**src/obs_pkg.sv**
```systemverilog
package obs_pkg;
   // Register file location of the shadow byte
   localparam logic [11:0] OBS_SHADOW_ADDR = 12'hd0f;
   // Field positions
   localparam int OBS_BIT_MAIN_LOCK = 0;
   localparam int OBS_BIT_LOWER_LOCK = 1;
   localparam int OBS_BIT_NODIV = 2;
   localparam int OBS_BIT_WIDE_STACK = 3;
   // CPU writable field mask (bits 3 and 2)
   localparam logic [7:0] OBS_CPU_WR_MASK = 8'h0c;
   // Reserved upper nibble as the programmer must store it
   localparam logic [3:0] OBS_RSVD_STORED = 4'hf;
   // Preset of the no-divide bit at the start of reset
   localparam logic OBS_NODIV_PRESET = 1'b1;
   // Stack pointer widths
   localparam int OBS_SP_NARROW = 8;
   localparam int OBS_SP_WIDE = 16;
   // Information page holding the option bytes
   localparam logic [7:0] OBS_INFO_PAGE_OPT = 8'h03;
   // Option load sequencer states
   typedef enum logic [1:0] {
      OBS_ST_RESET = 2'b00,
      OBS_ST_LOAD = 2'b01,
      OBS_ST_RUN = 2'b10
   } obs_state_e;
endpackage : obs_pkg

```
**src/obs_lock_flops.sv**
```systemverilog
`timescale 1ns/100ps
module obs_lock_flops
   import obs_pkg::*;
(
   // Clock and reset
   input wire logic clk_sys,
   input wire logic rst_n,
   // Load and mass erase events
   input wire logic load_en,
   input wire logic [1:0] stored_locks,
   input wire logic mass_erase_done,
   // Sampled lock outputs
   output logic lower_half_lock,
   output logic main_array_lock
);
   // Closed until the load, open after a mass erase
   localparam logic [1:0] LOCKS_CLOSED = 2'b00;
   localparam logic [1:0] LOCKS_OPEN = 2'b11;
   logic [1:0] lock_r;
   logic [1:0] lock_nxt;

   always_comb begin
      lock_nxt = lock_r;
      if (load_en) begin
         lock_nxt = stored_locks;
      end
      if (mass_erase_done) begin
         lock_nxt = LOCKS_OPEN;
      end
   end

   // Reset leaves the locks closed until loaded, the safe side
   always_ff @(posedge clk_sys) begin
      if (!rst_n) begin
         lock_r <= LOCKS_CLOSED;
      end else begin
         lock_r <= lock_nxt;
      end
   end

   assign lower_half_lock = lock_r[1];
   assign main_array_lock = lock_r[0];
endmodule : obs_lock_flops

```
**src/obs_shadow.sv**
```systemverilog
`timescale 1ns/100ps
// Behaviour
// - stack select one gives 8-bit pointer
// - stack select zero gives 16-bit pointer
// - no-divide one halves crystal clock while stop_recovery_control_bit0 is zero
// - no-divide zero passes crystal clock
// - lower lock zero blocks lower half
// - main lock zero blocks whole array
// - mass erase sets shadow locks only
// - erased shadow grants full access
// - full access needs both locks one
// - shadow at D0F, bits 1:0 read-only
// - reserved bits read zero, writes ignored
// - power-on samples stored lock bits
// - software cannot overwrite lock flops
// - byte programmed only through in-circuit port
module obs_shadow
   import obs_pkg::*;
(
   // Clock and reset
   input wire logic clk_sys,
   input wire logic rst_n,
   // Reset logic option load
   input wire logic option_load,
   input wire logic [7:0] option_byte_one,
   // Register file access
   input wire logic [11:0] reg_addr,
   input wire logic reg_wr,
   input wire logic reg_rd,
   input wire logic [7:0] reg_wdata,
   output logic [7:0] reg_rdata,
   output logic reg_hit,
   // Clock mode inputs
   input wire logic stop_recovery_control_bit0,
   // Flash access request from a programming interface
   input wire logic mass_erase_done,
   input wire logic acc_req,
   input wire logic acc_from_in_circuit,
   input wire logic acc_main,
   input wire logic acc_upper_half,
   input wire logic acc_is_read,
   input wire logic [7:0] acc_info_page,
   input wire logic acc_opt_byte,
   // Outputs to core
   output logic wide_stack_select,
   output logic clock_nodivide_select,
   output logic crystal_half_en,
   output logic [4:0] sp_width,
   output logic acc_grant,
   output logic option_load_busy
);
   obs_state_e state_r;
   obs_state_e state_nxt;
   logic stack_r;
   logic stack_nxt;
   logic nodiv_r;
   logic nodiv_nxt;
   logic [7:0] rdata_r;
   logic [7:0] rdata_nxt;
   logic lower_lock;
   logic main_lock;
   logic load_en;
   logic cpu_wr;
   logic shadow_sel;
   logic run_state;

   // Values the shadow fields take while reset is held
   localparam logic OBS_STACK_RESET = 1'b0;
   localparam logic [7:0] OBS_RDATA_RESET = 8'h00;

   // Register file decode, shared by the hit flag and the write strobe
   function automatic logic shadow_addr_match(input logic [11:0] addr);
      return addr == OBS_SHADOW_ADDR;
   endfunction : shadow_addr_match

   // Page 3 of the information area, outside the main array
   function automatic logic is_info_page3(input logic [7:0] page, input logic main);
      return (page == OBS_INFO_PAGE_OPT) && !main;
   endfunction : is_info_page3

   assign shadow_sel = shadow_addr_match(reg_addr);
   assign run_state = (state_r == OBS_ST_RUN);
   assign reg_hit = shadow_sel && (reg_wr || reg_rd);
   // Writes before the option load would be lost to the load, so refuse them
   assign cpu_wr = reg_wr && shadow_sel && run_state;
   assign load_en = (state_r == OBS_ST_LOAD);

   // Lock flops only see the load and the erase, never CPU writes
   // no CPU path
   obs_lock_flops u_locks (
      .clk_sys(clk_sys),
      .rst_n(rst_n),
      .load_en(load_en),
      .stored_locks(option_byte_one[OBS_BIT_LOWER_LOCK:OBS_BIT_MAIN_LOCK]),
      .mass_erase_done(mass_erase_done),
      .lower_half_lock(lower_lock),
      .main_array_lock(main_lock)
   );

   // One load per reset, then the sequencer parks in run
   // A second option_load pulse is ignored until the next reset
   always_comb begin
      state_nxt = state_r;
      case (state_r)
         OBS_ST_RESET: begin
            state_nxt = option_load ? OBS_ST_LOAD : OBS_ST_RESET;
         end
         OBS_ST_LOAD: begin
            state_nxt = OBS_ST_RUN;
         end
         OBS_ST_RUN: begin
            state_nxt = OBS_ST_RUN;
         end
         default: begin
            state_nxt = OBS_ST_RESET;
         end
      endcase
   end

   // Load takes priority over the CPU
   // The CPU may only touch the stack and clock bits
   always_comb begin
      stack_nxt = stack_r;
      nodiv_nxt = nodiv_r;
      if (load_en) begin
         stack_nxt = option_byte_one[OBS_BIT_WIDE_STACK];
         nodiv_nxt = option_byte_one[OBS_BIT_NODIV];
      end else if (cpu_wr) begin
         stack_nxt = reg_wdata[OBS_BIT_WIDE_STACK] & OBS_CPU_WR_MASK[OBS_BIT_WIDE_STACK];
         nodiv_nxt = reg_wdata[OBS_BIT_NODIV] & OBS_CPU_WR_MASK[OBS_BIT_NODIV];
      end
   end

   // Locks read back from the flops, never from a CPU copy
   // Registered so the read port meets timing at the cost of a cycle
   always_comb begin
      rdata_nxt = 8'h00;
      rdata_nxt[OBS_BIT_WIDE_STACK] = stack_r;
      rdata_nxt[OBS_BIT_NODIV] = nodiv_r;
      rdata_nxt[OBS_BIT_LOWER_LOCK] = lower_lock;
      rdata_nxt[OBS_BIT_MAIN_LOCK] = main_lock;
   end

   // Sequencer register
   always_ff @(posedge clk_sys) begin
      if (!rst_n) begin
         state_r <= OBS_ST_RESET;
      end else begin
         state_r <= state_nxt;
      end
   end

   // Shadow field registers
   always_ff @(posedge clk_sys) begin
      if (!rst_n) begin
         stack_r <= OBS_STACK_RESET;
         nodiv_r <= OBS_NODIV_PRESET;
      end else begin
         stack_r <= stack_nxt;
         nodiv_r <= nodiv_nxt;
      end
   end

   // Read data register, one cycle behind the fields
   always_ff @(posedge clk_sys) begin
      if (!rst_n) begin
         rdata_r <= OBS_RDATA_RESET;
      end else begin
         rdata_r <= rdata_nxt;
      end
   end

   assign reg_rdata = rdata_r;
   assign option_load_busy = !run_state;
   assign wide_stack_select = stack_r;
   assign clock_nodivide_select = nodiv_r;

   // Width handed to the stack logic as a bit count
   // narrow stack pointer
   assign sp_width = stack_r ? 5'(OBS_SP_NARROW) : 5'(OBS_SP_WIDE);

   // Only the enable is made here; the divider itself lives elsewhere
   // halve crystal clock
   assign crystal_half_en = nodiv_r && !stop_recovery_control_bit0;

   // Access decode is combinational so a request is answered in its own cycle
   // Page 3 reads stay open except option byte reads not from in-circuit; its writes and erases are guarded
   logic info3;
   logic blocked;
   always_comb begin
      info3 = is_info_page3(acc_info_page, acc_main);
      blocked = 1'b0;
      if (!main_lock && ((acc_main && acc_is_read) || !acc_is_read)) begin
         blocked = acc_main || info3;
      end
      if (!lower_lock) begin
         if (acc_main && !acc_upper_half) begin
            blocked = 1'b1;
         end
         if (info3 && !acc_is_read) begin
            blocked = 1'b1;
         end
      end
      if (acc_opt_byte && !acc_from_in_circuit) begin
         blocked = 1'b1;
      end
   end

   // Nothing is granted until the locks have been loaded
   // erased shadow opens access
   assign acc_grant = acc_req && !blocked && !option_load_busy;
endmodule : obs_shadow

```
**config.mk**
```make
export PLATFORM = sky130hd
export DESIGN_NAME = obs_shadow
export DESIGN_NICKNAME = d
export VERILOG_FILES = /design/src/obs_pkg.sv /design/src/obs_lock_flops.sv /design/src/obs_shadow.sv
export SDC_FILE = /design/constraint.sdc
export NUM_CORES = 1
export LEC_CHECK = 0
export BUFFER_PORTS_ARGS = -buffer_cell sky130_fd_sc_hd__buf_2
export CAP_MARGIN = 25
export CORE_UTILIZATION = 33
export CTS_BUF_LIST = sky130_fd_sc_hd__clkbuf_4 sky130_fd_sc_hd__clkbuf_8 sky130_fd_sc_hd__clkbuf_16
export CTS_CLUSTER_DIAMETER = 120
export CTS_CLUSTER_SIZE = 30
export DETAILED_ROUTE_END_ITERATION = 10
export GPL_TIMING_DRIVEN = 0
export PLACE_DENSITY = 0.78
export SYNTH_ARGS = -nofsm -noshare
export SYNTH_HDL_FRONTEND = slang
export SYNTH_SLANG_ARGS = --single-unit
```
**constraint.sdc**
```tcl
create_clock -name clk_sys -period 1.7 [get_ports clk_sys]
set_input_delay 0.17 -clock clk_sys [delete_from_list [all_inputs] [get_ports clk_sys]]
set_output_delay 0.17 -clock clk_sys [all_outputs]
set_load 0.03 [all_outputs]
```
==> flow_summary.yaml <==
status:
  status: "complete, no violations"
drt:
  ant_nets: 0
  vias: 605
  first_pass_iters: 3
  finalWirelength_mm: 1.280
  route.detailed.drc: 0
  dr.first_iter.drc_count: 1
  avgViaCountPerCell: 4.144
  post_drt_wl_per_cell_um: 8.767
final_layout:
  final_cell_mix: "50 x buf_2, 10 x dfxtp_1, 8 x buf_4"
  fin_area_um2: 934.6
  final_common_cell: "buf_2"
  antenna_cells: 0
  drive_above_1_share_pct: 53.72
  layout.nets: 176
  area_growth_pct: 53.70
logic_synthesis:
  synth.distinct_cells: 25
  syn_inst: 62
  synth-seq-cells: 10
  synth-seq-area-share_pct: 32.92
  syn_avg_cell_area_um2: 9.808
  yosys_warnings: 0
  syn_area_um2: 608.1
timing:
  fin_crit_sh_pct: 90.94
  final_max_slew_viol_count: 0
  min_period_ns: 1.546
  finalClockSkew_ns: 0.004453
  fmax_mhz: 646.9
  setup_violations: 0
  whs_ns: 0.1435
  fin_setup_tns_ns: 0
  rsz0062_at_grt: "false"
  hold_viol: 0
  setup_ws_ns: 0.1541
die:
  core-area_um2: 1727
  die_w_um: 44.93
  fp.dieH_um: 44.93
  num_io_pins: 68
  core.rowCount: 15
  die-area_um2: 2018
  start_util_pct: 35.22
power_and_ir_drop:
  switching_share_pct: 30.01
  power.switching_uw: 180.4
  seqPwrFrac_pct: 43.4
  p_clk_share_pct: 24.7
  ir_drop_v: 0.0003200
  p_int_uw: 420.8
  pwr-share-comb_pct: 31.9
  power.density_nw_per_um2: 643.2
  p_leak_uw: 0.0005060
job:
  max_cap_violations: 0
placed_design:
  dp_hpwl_mm: 1.129
  portBuffers: 50
  place_congestion: 0.6405
  dp_slack_ns: 0.1437
  dpl_cell_area_um2: 912.1
worst_setup_path:
  crit_type: "register to register"
  crit_fanout: 3
  crit_path_start_kind: "register"
  cp.arrival_ns: 1.68
  end_kind: "register"
  critPathRequiredTime_ns: 1.84
global_route:
  grt_pass1_wl_mm: 1.800
  grt.total_usage_pct: 12.44
  antenna_found_initial: 0
  grt_max_degree: 11
  grt-ovfl-total: 0
  grt_pass1_vias: 514
clocking:
  cts-root-buf: "clkbuf_4"
  clock_latency_ns: 0.25
  clk_pin_slew_worst_paths_ns: 0.06
  cts_made_buffers: 3
  cts_resized: 0
  postCtsSetupBuffers: 0
  clk_path_buf_depth: 2
  cts_sinks: 10
  cts_tree: "yes"
  htree_levels: 1
  cts_hold_buffers: 0
worst_hold_path:
  hold_path.class: "input port to register"
-- layer usage --
| metal | up-vias | wire (µm) | GRT usage (%) |
|---|---|---|---|
| met1 | 250 | 486 | 11.66 |
| met3 | 2 | 160 | 2.400 |
| met2 | 38 | 629 | 24.35 |
| li1 | 315 | - | - |
| met4 | 0 | 4 | 7.273 |
| met5 | - | 0 | 0 |
-- power groups by stage --
| stage | Sequential [µW] | Clock (µW) | Combinational [µW] |
|---|---|---|---|
| 2_1_floorplan | 282 | 0 | 105 |
| 3_3_place_gp | 265 | 0 | 189 |
| 3_5_place_dp | 266 | 0 | 193 |
| 4_1_cts | 261 | 160 | 194 |
| 5_1_grt | 263 | 169 | 211 |
| 6_report | 261 | 149 | 192 |
-- registers in the layout (all words and copies together) (netlist names) --
register               cells
clock_nodivide_select      1
state_r                    2
reg_rdata                  4
u_locks.lock_r             2
wide_stack_select          1
-- cells in the mapped netlist (all sizes together) --
| cell type | n | area share [%] |
|---|---|---|
| a41oi | 1 | 2.7 |
| inv | 5 | 3.1 |
| nor4 | 2 | 4.5 |
| o211ai | 1 | 1.2 |
| mux2 | 4 | 7.4 |
| a21oi | 1 | 0.82 |
| nand2 | 2 | 1.2 |
| clkbuf | 2 | 1.2 |
| mux2i | 2 | 3.3 |
| o2111a | 1 | 1.9 |
| ha | 4 | 8.2 |
| nor2b | 3 | 3.1 |
| a41o | 1 | 1.6 |
| conb | 1 | 0.62 |
| and4 | 1 | 1.4 |
| dfxtp | 10 | 33 |
| nor2 | 1 | 0.62 |
| a21o | 1 | 1.2 |
| nand2b | 1 | 1.0 |
| and2 | 6 | 6.2 |
| buf | 8 | 9.9 |
| and4b | 2 | 3.3 |
| o21a | 2 | 2.5 |
-- path summary, 6_finish.rpt --
kind                                         from                    end  slack [ns]  depth (start not counted)
worst max-delay path                   state_r[0]  clock_nodivide_select        0.15                          5
worst min-delay path              mass_erase_done      u_locks.lock_r[0]        0.14                          2
worst max register to register         state_r[0]  clock_nodivide_select        0.15                          5
worst min register to register  u_locks.lock_r[0]           reg_rdata[0]        0.47                          1
-- cell type report --
class | instances | area, µm²
Timing Repair Buffer | 50 | 250.2
Buffer | 10 | 67.56
Inverter | 5 | 18.77
Fill cell | 166 | 792.0
Sequential cell | 10 | 200.2
Clock buffer | 3 | 22.52
Multi-Input combinational cell | 43 | 344.1
Tap cell | 25 | 31.28
-- logic make-up after synthesis --
| group | after synthesis | synth area share, % |
|---|---|---|
| compound gates | 8 | 11.93 |
| fa+ha+maj | 4 | 8.231 |
| buf+inv | 15 | 14.20 |
| flops | 10 | 32.92 |
| mux | 6 | 10.70 |
| other cells | 1 | 0.6167 |
| simple gates | 18 | 21.40 |
-- critical path, stage by stage (launching register included) --
cell and delay, ns:
dfxtp_1 0.36, inv_1 0.07, ha_1 0.24, and2_1 0.18, a41oi_2 0.24, mux2_1 0.35
-- metrics by stage --
stage          instances  total power, µW  util, %
6_report             146            601.2    54.13
5_1_grt              146            643.4    54.13
4_1_cts              146            614.7    54.13
3_5_place_dp         143            459.6    52.83
3_3_place_gp         143            454.3    52.83
2_1_floorplan         68            387.3        -
(Power assumes the default switching activity.)
